### config.mk
export PLATFORM = sky130hd
export DESIGN_NAME = bit_logic_call_exec
export DESIGN_NICKNAME = d
export VERILOG_FILES = /design/src/hdl/bit_logic_pkg.sv /design/src/hdl/bit_modify.sv /design/src/hdl/bit_logic_call_exec.sv
export VERILOG_INCLUDE_DIRS = /design/src /design/src/hdl
export SDC_FILE = /design/constraint.sdc
export NUM_CORES = 1
export LEC_CHECK = 0
export ABC_AREA = 1
export ABC_CLOCK_PERIOD_IN_PS = 2400
export BUFFER_PORTS_ARGS = -buffer_cell sky130_fd_sc_hd__clkbuf_2
export CELL_PAD_IN_SITES_DETAIL_PLACEMENT = 1
export CELL_PAD_IN_SITES_GLOBAL_PLACEMENT = 2
export CORE_MARGIN = 1
export CORE_UTILIZATION = 30
export DETAILED_ROUTE_END_ITERATION = 8
export MAX_ROUTING_LAYER = met4
export PLACE_DENSITY_LB_ADDON = 0.08
export SLEW_MARGIN = 20
export SYNTH_ARGS = -nofsm -noshare
export SYNTH_HDL_FRONTEND = slang
export SYNTH_SLANG_ARGS = --single-unit
### constraint.sdc
create_clock -name sys_clk -period 2.4 [get_ports sys_clk]
set_clock_uncertainty 0.15 [all_clocks]
set_input_delay 0.48 -clock sys_clk [delete_from_list [all_inputs] [get_ports sys_clk]]
set_output_delay 0.48 -clock sys_clk [all_outputs]
set_load 0.03 [all_outputs]
### src/hdl/bit_logic_regs.svh
// Constants for the bit, logic and call execute block.
`ifndef BIT_LOGIC_REGS_SVH
`define BIT_LOGIC_REGS_SVH
`define REG_ADDR_MAX 6'h3F
`define BIT_POS_MAX 3'h7
`define PC_RESET 11'h000
`define SP_RESET 3'h0
`define WREG_RESET 8'h00
`define PCHB_RESET 3'h0
`define REG_WADDR_RESET 6'h00
`define REG_WDATA_RESET 8'h00
`define ZERO_FLAG_RESET 1'b0
`define CALL_CYCLES 2
`define SKIP_CYCLES 2
`endif

### src/hdl/bit_logic_pkg.sv
// Types shared by the bit, logic and call execute block.
package bit_logic_pkg;
   // Operation codes presented on the decoded-operation port.
   typedef enum logic [2:0] {
      op_none = 3'b000,
      bit_clear_op = 3'b001,
      bit_set_op = 3'b010,
      test_skip_if_zero_op = 3'b011,
      and_immediate_op = 3'b100,
      call_op = 3'b101,
      pch_write_op = 3'b110
   } op_e;
   // Execute sequencer states.
   typedef enum logic [1:0] {
      st_exec = 2'b00,
      st_flush = 2'b01
   } exec_state_e;
endpackage

### src/hdl/bit_modify.sv
// Single-bit modify unit: clears or sets one selected bit of a byte.
`timescale 1ns/1ps
module bit_modify #(
   parameter int WIDTH = 8
) (
   input wire logic [WIDTH-1:0] data_in,
   input wire logic [$clog2(WIDTH)-1:0] bit_sel,
   input wire logic set_bit,
   output logic [WIDTH-1:0] data_out,
   output logic bit_value
);
   initial begin
      if (WIDTH < 2) begin
         $error("bit_modify needs WIDTH of at least 2");
      end
   end
   // Build a one-hot mask, then force only that bit; others pass through.
   always_comb begin
      logic [WIDTH-1:0] mask;
      mask = '0;
      mask[bit_sel] = 1'b1;
      data_out = set_bit ? (data_in | mask) : (data_in & ~mask);
      bit_value = data_in[bit_sel];
   end
endmodule // bit_modify

### src/hdl/bit_logic_call_exec.sv
// Execute stage for bit clear/set, bit test-and-skip, immediate AND and call.
`timescale 1ns/1ps
`include "bit_logic_regs.svh"
module bit_logic_call_exec
   import bit_logic_pkg::*;
#(
   parameter int PC_WIDTH = 11,
   parameter int STACK_DEPTH = 8,
   parameter int SP_WIDTH = 3
) (
   input wire logic sys_clk,
   input wire logic nrst,
   input wire logic instr_valid,
   input wire logic [2:0] op_code,
   input wire logic [5:0] reg_addr,
   input wire logic [2:0] bit_pos,
   input wire logic [7:0] imm_data,
   input wire logic [7:0] reg_rdata,
   output logic [5:0] reg_waddr_q,
   output logic [7:0] reg_wdata_q,
   output logic reg_we_q,
   output logic [7:0] working_register_q,
   output logic zero_flag_q,
   output logic [PC_WIDTH-1:0] pc_q,
   output logic [SP_WIDTH-1:0] sp_q,
   output logic [PC_WIDTH-1:0] stack_top_q,
   output logic stack_we_q,
   output logic [2:0] pc_high_buffer_q,
   output logic flush_q,
   output logic busy_q
);
   initial begin
      if (PC_WIDTH != 11 || STACK_DEPTH != (1 << SP_WIDTH)) begin
         $error("bit_logic_call_exec needs PC_WIDTH 11 and STACK_DEPTH 2**SP_WIDTH");
      end
   end

   // Return stack storage, addressed by the stack pointer.
   logic [PC_WIDTH-1:0] stack_q [STACK_DEPTH];
   logic [PC_WIDTH-1:0] stack_d [STACK_DEPTH];
   // Next values of every register.
   logic [5:0] reg_waddr_d;
   logic [7:0] reg_wdata_d;
   logic reg_we_d;
   logic [7:0] working_register_d;
   logic zero_flag_d;
   logic [PC_WIDTH-1:0] pc_d;
   logic [SP_WIDTH-1:0] sp_d;
   logic [PC_WIDTH-1:0] stack_top_d;
   logic stack_we_d;
   logic [2:0] pc_high_buffer_d;
   logic flush_d;
   logic busy_d;
   exec_state_e state_q;
   exec_state_e state_d;
   // Bit modify unit results, the AND result and the decoded operation.
   logic [7:0] modified;
   logic tested_bit;
   logic [7:0] and_result;
   op_e op;

   assign op = op_e'(op_code);
   assign and_result = working_register_q & imm_data;

   // The 6-bit address and 3-bit position fields cover exactly 0..63 and 0..7.
   bit_modify #(.WIDTH(8)) u_bit_modify (
      .data_in(reg_rdata),
      .bit_sel(bit_pos),
      .set_bit(op == bit_set_op),
      .data_out(modified),
      .bit_value(tested_bit)
   );

   // Next-state logic for the whole execute stage.
   always_comb begin
      reg_waddr_d = reg_waddr_q;
      reg_wdata_d = reg_wdata_q;
      reg_we_d = 1'b0;
      working_register_d = working_register_q;
      zero_flag_d = zero_flag_q;
      pc_d = pc_q;
      sp_d = sp_q;
      stack_top_d = stack_top_q;
      stack_we_d = 1'b0;
      pc_high_buffer_d = pc_high_buffer_q;
      flush_d = 1'b0;
      busy_d = 1'b0;
      state_d = state_q;
      for (int i = 0; i < STACK_DEPTH; i++) begin
         stack_d[i] = stack_q[i];
      end
      case (state_q)
         st_exec: begin
            if (instr_valid) begin
               // Ordinary instructions advance the counter by one.
               pc_d = pc_q + PC_WIDTH'(1);
               case (op)
                  bit_clear_op, bit_set_op: begin
                     // Read-modify-write finishes in this cycle.
                     reg_waddr_d = reg_addr;
                     reg_wdata_d = modified;
                     reg_we_d = 1'b1;
                  end
                  test_skip_if_zero_op: begin
                     if (!tested_bit) begin
                        // Fetched word is dropped; a no-operation cycle follows.
                        flush_d = 1'b1;
                        busy_d = 1'b1;
                        state_d = st_flush;
                     end
                  end
                  and_immediate_op: begin
                     // Only the zero flag changes among status bits.
                     working_register_d = and_result;
                     zero_flag_d = (and_result == 8'h00);
                  end
                  call_op: begin
                     // Push return address into the slot the pointer names.
                     stack_d[sp_q] = pc_q + PC_WIDTH'(1);
                     stack_top_d = pc_q + PC_WIDTH'(1);
                     stack_we_d = 1'b1;
                     sp_d = sp_q + SP_WIDTH'(1);
                     pc_d = {pc_high_buffer_q, imm_data};
                     flush_d = 1'b1;
                     busy_d = 1'b1;
                     state_d = st_flush;
                  end
                  pch_write_op: begin
                     // Software loads the high buffer with its low three bits.
                     pc_high_buffer_d = imm_data[2:0];
                  end
                  default: begin
                  end
               endcase
            end
         end
         st_flush: begin
            // Second cycle executes a no-operation in place of the fetched word.
            pc_d = pc_q + PC_WIDTH'(1);
            state_d = st_exec;
         end
         default: begin
            state_d = st_exec;
         end
      endcase
   end

   // Registers only.
   always_ff @(posedge sys_clk or negedge nrst) begin
      if (!nrst) begin
         reg_waddr_q <= `REG_WADDR_RESET;
         reg_wdata_q <= `REG_WDATA_RESET;
         reg_we_q <= 1'b0;
         working_register_q <= `WREG_RESET;
         zero_flag_q <= `ZERO_FLAG_RESET;
         pc_q <= `PC_RESET;
         sp_q <= `SP_RESET;
         stack_top_q <= `PC_RESET;
         stack_we_q <= 1'b0;
         pc_high_buffer_q <= `PCHB_RESET;
         flush_q <= 1'b0;
         busy_q <= 1'b0;
         state_q <= st_exec;
         for (int i = 0; i < STACK_DEPTH; i++) begin
            stack_q[i] <= `PC_RESET;
         end
      end else begin
         reg_waddr_q <= reg_waddr_d;
         reg_wdata_q <= reg_wdata_d;
         reg_we_q <= reg_we_d;
         working_register_q <= working_register_d;
         zero_flag_q <= zero_flag_d;
         pc_q <= pc_d;
         sp_q <= sp_d;
         stack_top_q <= stack_top_d;
         stack_we_q <= stack_we_d;
         pc_high_buffer_q <= pc_high_buffer_d;
         flush_q <= flush_d;
         busy_q <= busy_d;
         state_q <= state_d;
         for (int i = 0; i < STACK_DEPTH; i++) begin
            stack_q[i] <= stack_d[i];
         end
      end
   end

   // Bit clear writes back the read byte with the selected bit low.
   bit_clear_a: assert property (@(posedge sys_clk) disable iff (!nrst)
      instr_valid && state_q == st_exec && op == bit_clear_op |=>
      reg_we_q && reg_wdata_q == ($past(reg_rdata) & ~(8'h01 << $past(bit_pos))))
      else $error("bit clear wrong");
   bit_set_a: assert property (@(posedge sys_clk) disable iff (!nrst)
      instr_valid && state_q == st_exec && op == bit_set_op |=>
      reg_we_q && reg_wdata_q == ($past(reg_rdata) | (8'h01 << $past(bit_pos))))
      else $error("bit set wrong");
   reg_addr_pass_a: assert property (@(posedge sys_clk) disable iff (!nrst)
      instr_valid && state_q == st_exec && op == bit_set_op |=>
      reg_waddr_q == $past(reg_addr))
      else $error("register address not passed");
   and_imm_a: assert property (@(posedge sys_clk) disable iff (!nrst)
      instr_valid && state_q == st_exec && op == and_immediate_op |=>
      working_register_q == ($past(working_register_q) & $past(imm_data)) &&
      zero_flag_q == (working_register_q == 8'h00))
      else $error("and immediate wrong");
   skip_taken_a: assert property (@(posedge sys_clk) disable iff (!nrst)
      instr_valid && state_q == st_exec && op == test_skip_if_zero_op |=>
      flush_q == !$past(tested_bit))
      else $error("skip decision wrong");
   skip_length_a: assert property (@(posedge sys_clk) disable iff (!nrst)
      instr_valid && state_q == st_exec && op == test_skip_if_zero_op && !tested_bit
      |=> busy_q ##1 !busy_q && state_q == st_exec)
      else $error("skip not two cycles");
   call_push_a: assert property (@(posedge sys_clk) disable iff (!nrst)
      instr_valid && state_q == st_exec && op == call_op |=>
      stack_we_q && stack_top_q == $past(pc_q) + 11'h001 &&
      sp_q == $past(sp_q) + 3'h1)
      else $error("call push wrong");
   // The pushed address must land in the slot the pointer named before the call.
   stack_slot_a: assert property (@(posedge sys_clk) disable iff (!nrst)
      instr_valid && state_q == st_exec && op == call_op |=>
      stack_q[$past(sp_q)] == $past(pc_q) + 11'h001)
      else $error("return slot wrong");
   call_target_a: assert property (@(posedge sys_clk) disable iff (!nrst)
      instr_valid && state_q == st_exec && op == call_op |=>
      pc_q == {$past(pc_high_buffer_q), $past(imm_data)})
      else $error("call target wrong");
   call_cycles_a: assert property (@(posedge sys_clk) disable iff (!nrst)
      instr_valid && state_q == st_exec && op == call_op |=>
      flush_q && state_q == st_flush ##1 state_q == st_exec)
      else $error("call not two cycles");
endmodule // bit_logic_call_exec

# Yosys cells after proc, flatten, opt, wreduce, memory -nomap -nowiden
# Index checks and enable logic that the tools add are counted.
# Widths: inputs -> output; s select.
# word_totals
word_cells	63
regBits	56
in_bits	31
output_inout_bits	55
# op_classes
add_sub_neg	2
magnitude_cmp	2
n_reduce_logical	11
n_bitwise	4
muxes	22
eq_ne	10
# ops
op	count
$mux 11	2
$pmux 11 s2	1
$and 8x8->8	2
$reduce_and 3->1	5
$add 11x1->11 const B	1
$mux 1	11
$eq 3x3->1 const B	3
$logic_not 8->1	1
$mux 8	1
$not 8->8	1
$or 8x8->8	1
$eq 3x2->1 const B	2
$mux 2	3
$lt 3x4->1 const B	1
$pmux 2 s2	1
$add 3x1->3 const B	1
$bmux 1 s3	1
$demux 1 s3	1
$eq 3x1->1 const B	1
$ge 3x1->1 const B	1
$ne 3x1->1 const B	1
$ne 3x3->1 const B	1
$eq 2x1->1 const B	1
$logic_not 2->1	1
other kinds (6)	6

# Longest topological paths before layout
# logic_depth
ltp_word	7
mapped_depth	9
mapped_depth_nobuf	8

# Modules after synthesis
# Synthesis repeated with hierarchy kept, for this count alone.
# unflattened
hier_cells	352
area_unflattened_um2	2715.1
# by_module_without_submodules
mod	area_each_um2	n_inst	cells_per_inst	seq_area_each_um2
bit_logic_call_exec	2481.1	1	304	1376.3
bit_modify	234.0	1	48	0.0

# Worst setup path before layout
# No wires, ideal clock.
# synth_path
kind	reg-to-reg
from	reg pc_q[0]
to	reg pc_q[8]
t_arrival_ns	1.462
setup_slack_ns	0.671
required_time_ns	2.133
synth_period_minus_slack_ns	1.729
setup_ns	0.117
path_buffers	0
stages_incl_launch_ff	9
cell_sequence	dfrtp_1 > ha_1 > nand3_1 > nor2_1 > nand2_1 > nand2_1 > nand3_1 > nand2_1 > nand2_1
# synth_via
elab_chain_len	4
# synth_rtl
element	line	text
from (decl)	bit_logic_call_exec.sv:24	output logic [PC_WIDTH-1:0] pc_q,
from (signal assigned)	bit_logic_call_exec.sv:156	pc_q <= `PC_RESET;
from (signal assigned)	bit_logic_call_exec.sv:173	pc_q <= pc_d;
$add 11x1->11 *	bit_logic_call_exec.sv:96, bit_logic_call_exec.sv:139	
$mux 11	bit_logic_call_exec.sv:97	case (op)
$mux 11	bit_logic_call_exec.sv:94	if (instr_valid) begin
$pmux 11 s2 *	bit_logic_call_exec.sv:92	case (state_q)
# Mark *: on every way between the ends. The rest lies on a longest branch, timed or not. The select of a mux whose other input is x is not followed.
# A chain may end at the register's enable or synchronous reset.

# Worst setup path in the final report
# Same ends and word-level chain as after synthesis.

==> flow_summary.json <==
{
  "rsz0062_at_grt": "no",
  "fin_crit_sh": 0.770,
  "placed_cell_area_um2": 3200,
  "root_buffer": "clkbuf_8",
  "cts_hold_buffers": 0,
  "start_util": 0.317,
  "peakVddDrop_v": 0.000290,
  "reg2reg_slack_ns": 0.55,
  "postCtsSetupBuffers": 0,
  "synth-seq-cells": 55,
  "timing.setup.tns_ns": 0,
  "post_cts_resized": 0,
  "mostFrequentLayoutCells": "nand2_1, clkbuf_2, dfrtp_1, inv_1, o21ai_0",
  "synth_area_leaders": "dfrtp_1, nand2_1, o21ai_0",
  "drt-initial-drc-count": 71,
  "synth_largest_area_cell": "dfrtp_1",
  "grt_max_degree": 56,
  "worst-path-stages": 8,
  "cts_tree": "built",
  "dieArea_um2": 9240,
  "cpMostUsedCell": "nand2_1",
  "hold_path_class": "primary input to async pin",
  "p_leak_nw": 1.80,
  "layout-drive-gt1-share": 0.248,
  "wl_per_cell_um": 13.6,
  "overflow": 0,
  "synthCells": 336,
  "p_int_w": 0.00172,
  "switchingPower_w": 0.00134,
  "final_common_cell": "nand2_1",
  "vias_per_cell": 4.66,
  "synthDistinctLibCells": 27,
  "clkPwrFrac": 0.181,
  "antenna_found_initial": 0,
  "crit_path_max_incr_delay_ns": 0.51,
  "swShare": 0.438,
  "clk_pin_slew_ns": 0.11,
  "timing_hold_violations_final": 0,
  "path_cells": "ha_1 > nand3_1 > nor2_1 > nand2_1 > nand2_1 > nand3_1 > nand2_1 > nand2_1",
  "gp_congestion": 0.761,
  "ys_seq_area_frac": 0.518,
  "r2r-start": "pc_q[0]",
  "drv_cap": 0,
  "netlist_area_um2": 2660,
  "p_seq_frac": 0.441,
  "ant_nets": 0,
  "period_needed_ns": 1.85,
  "area_growth_syn_to_layout_pct": 24.0,
  "final_area_um2": 3300,
  "startpoint_type": "flop",
  "syn_nets": 369,
  "clock_sinks": 55,
  "synth.avg_cell_area_um2": 7.91,
  "power.density_nw_per_um2": 929,
  "holdWs_ns": 0.0120,
  "yosysWarnings": 0,
  "cp-end-kind": "flop",
  "portBuffers": 85,
  "drt-total-wl_um": 7170,
  "die_h_um": 96.1,
  "setup-violations-final": 0,
  "numCtsBuffers": 5,
  "worst_skew_pair.late_latency_ns": 0.31,
  "slowest_stage": "dfrtp_1",
  "drt_pass1_iterations": 4,
  "critPathTopFamily": "simple AND/OR/NAND/NOR gates",
  "r2r_cells": 8,
  "required_ns": 2.46,
  "grt_pass1_vias": 2356,
  "num_rows": 33,
  "fp.dieW_um": 96.1,
  "cts_max_level": 2,
  "crit_path_max_fanout": 7,
  "hpwlAfterDp_um": 5380,
  "final_nets": 456,
  "cp_data_arrival_time_ns": 1.91,
  "num_io_pins": 86,
  "n_antenna_cell": 0,
  "vias": 2464,
  "grt_first_pass_wirelength_um": 11700,
  "max_freq_mhz": 541,
  "rr_endpoint": "pc_q[8]",
  "p_comb_frac": 0.378,
  "track_usage": 0.170,
  "cp_num_buf_inv": 0,
  "synth_top_cell_area_share": 0.518,
  "max-slew-margin-rel": 0.684,
  "path_class": "flop to flop",
  "clockBufferDepth": 2,
  "drcViolationCount": 0,
  "status": "finished, final reports clean",
  "slew_viol_final": 0,
  "worst_pin_slew_ns": 0.473,
  "coreArea_um2": 8380
}
[cells by family after synthesis]
family | count (synthesis) | synth area share
AOI/OAI and AO/OA | 56 | 0.112
xor gates and xnor gates | 5 | 0.0165
adders and majority gates | 2 | 0.00941
buffers and inverters | 48 | 0.0762
DFF | 55 | 0.518
and+or+nand+nor | 170 | 0.268
[cell usage after synthesis, drive strengths merged]
library cell,instances
a21boi,2
a21oi,8
a31oi,5
buf,7
clkbuf,1
dfrtp,55
ha,2
inv,40
nand2,115
nand3,20
nand3b,1
nand4,5
nor2,26
nor3,3
o211ai,1
o21ai,40
xnor2,4
xor2,1
[per-layer routing]
metal  part of all wire  vias up  routed length [um]  track usage
met2               0.43       52                3110        0.255
met1               0.52     1159                3720        0.237
li1                   -     1248                   -            -
met3              0.036        5                 258       0.0308
met4              0.011        0                  76       0.0410
met5                  0        -                   0            -
[metrics by stage]
stage / utilization / worst slack (ns) / total power [W] / instances
2_1_floorplan: - / 0.671 / 0.00212 / 336
3_3_place_gp: 0.382 / 0.543 / 0.00253 / 521
3_5_place_dp: 0.382 / 0.515 / 0.00255 / 521
4_1_cts: 0.393 / 0.528 / 0.00312 / 529
5_1_grt: 0.393 / 0.311 / 0.00329 / 529
6_report: 0.393 / 0.553 / 0.00306 / 529
[cell type report]
class,instances,area (um2)
Multi-Input combinational cell,233,1080
Sequential cell,55,1380
Fill cell,1091,5080
Inverter,40,150
Clock inverter,2,16.3
Timing Repair Buffer,88,460
Clock buffer,6,82.6
Tap cell,105,131
[power by group through the flow]
stage | Clock, W | Sequential (W) | Combinational [W]
6_report | 0.000554 | 0.00135 | 0.00116
5_1_grt | 0.000613 | 0.00139 | 0.00129
4_1_cts | 0.000583 | 0.00135 | 0.00118
3_5_place_dp | 0 | 0.00137 | 0.00118
3_3_place_gp | 0 | 0.00137 | 0.00116
2_1_floorplan | 0 | 0.00176 | 0.000359
[worst max-delay path by stage]
stage,slack [ns],endpoint,from
after CTS,0.53,pc_q[8],pc_q[0]
final,0.55,pc_q[8],pc_q[0]
after global routing,0.31,pc_q[8],pc_q[0]
after detailed placement,0.52,stack_top_q[0],op_code[1]
after global placement,0.54,stack_top_q[9],op_code[1]
after floorplan,0.67,pc_q[8],pc_q[0]
[state kept, by name (all words and copies together), names as in the netlist]
signal              count
pc_q                   11
stack_top_q            11
reg_wdata_q             8
working_register_q      8
reg_waddr_q             6
pc_high_buffer_q        3
sp_q                    3
busy_q                  1
reg_we_q                1
stack_we_q              1
state_q                 1
zero_flag_q             1
[worst reg2reg max path: stages, from the launching register on]
cell,delay (ns)
dfrtp_1,0.51
ha_1,0.24
nand3_1,0.16
nor2_1,0.30
nand2_1,0.09
nand2_1,0.10
nand3_1,0.08
nand2_1,0.08
nand2_1,0.04
No activity file was read; power rests on OpenSTA's default activity.
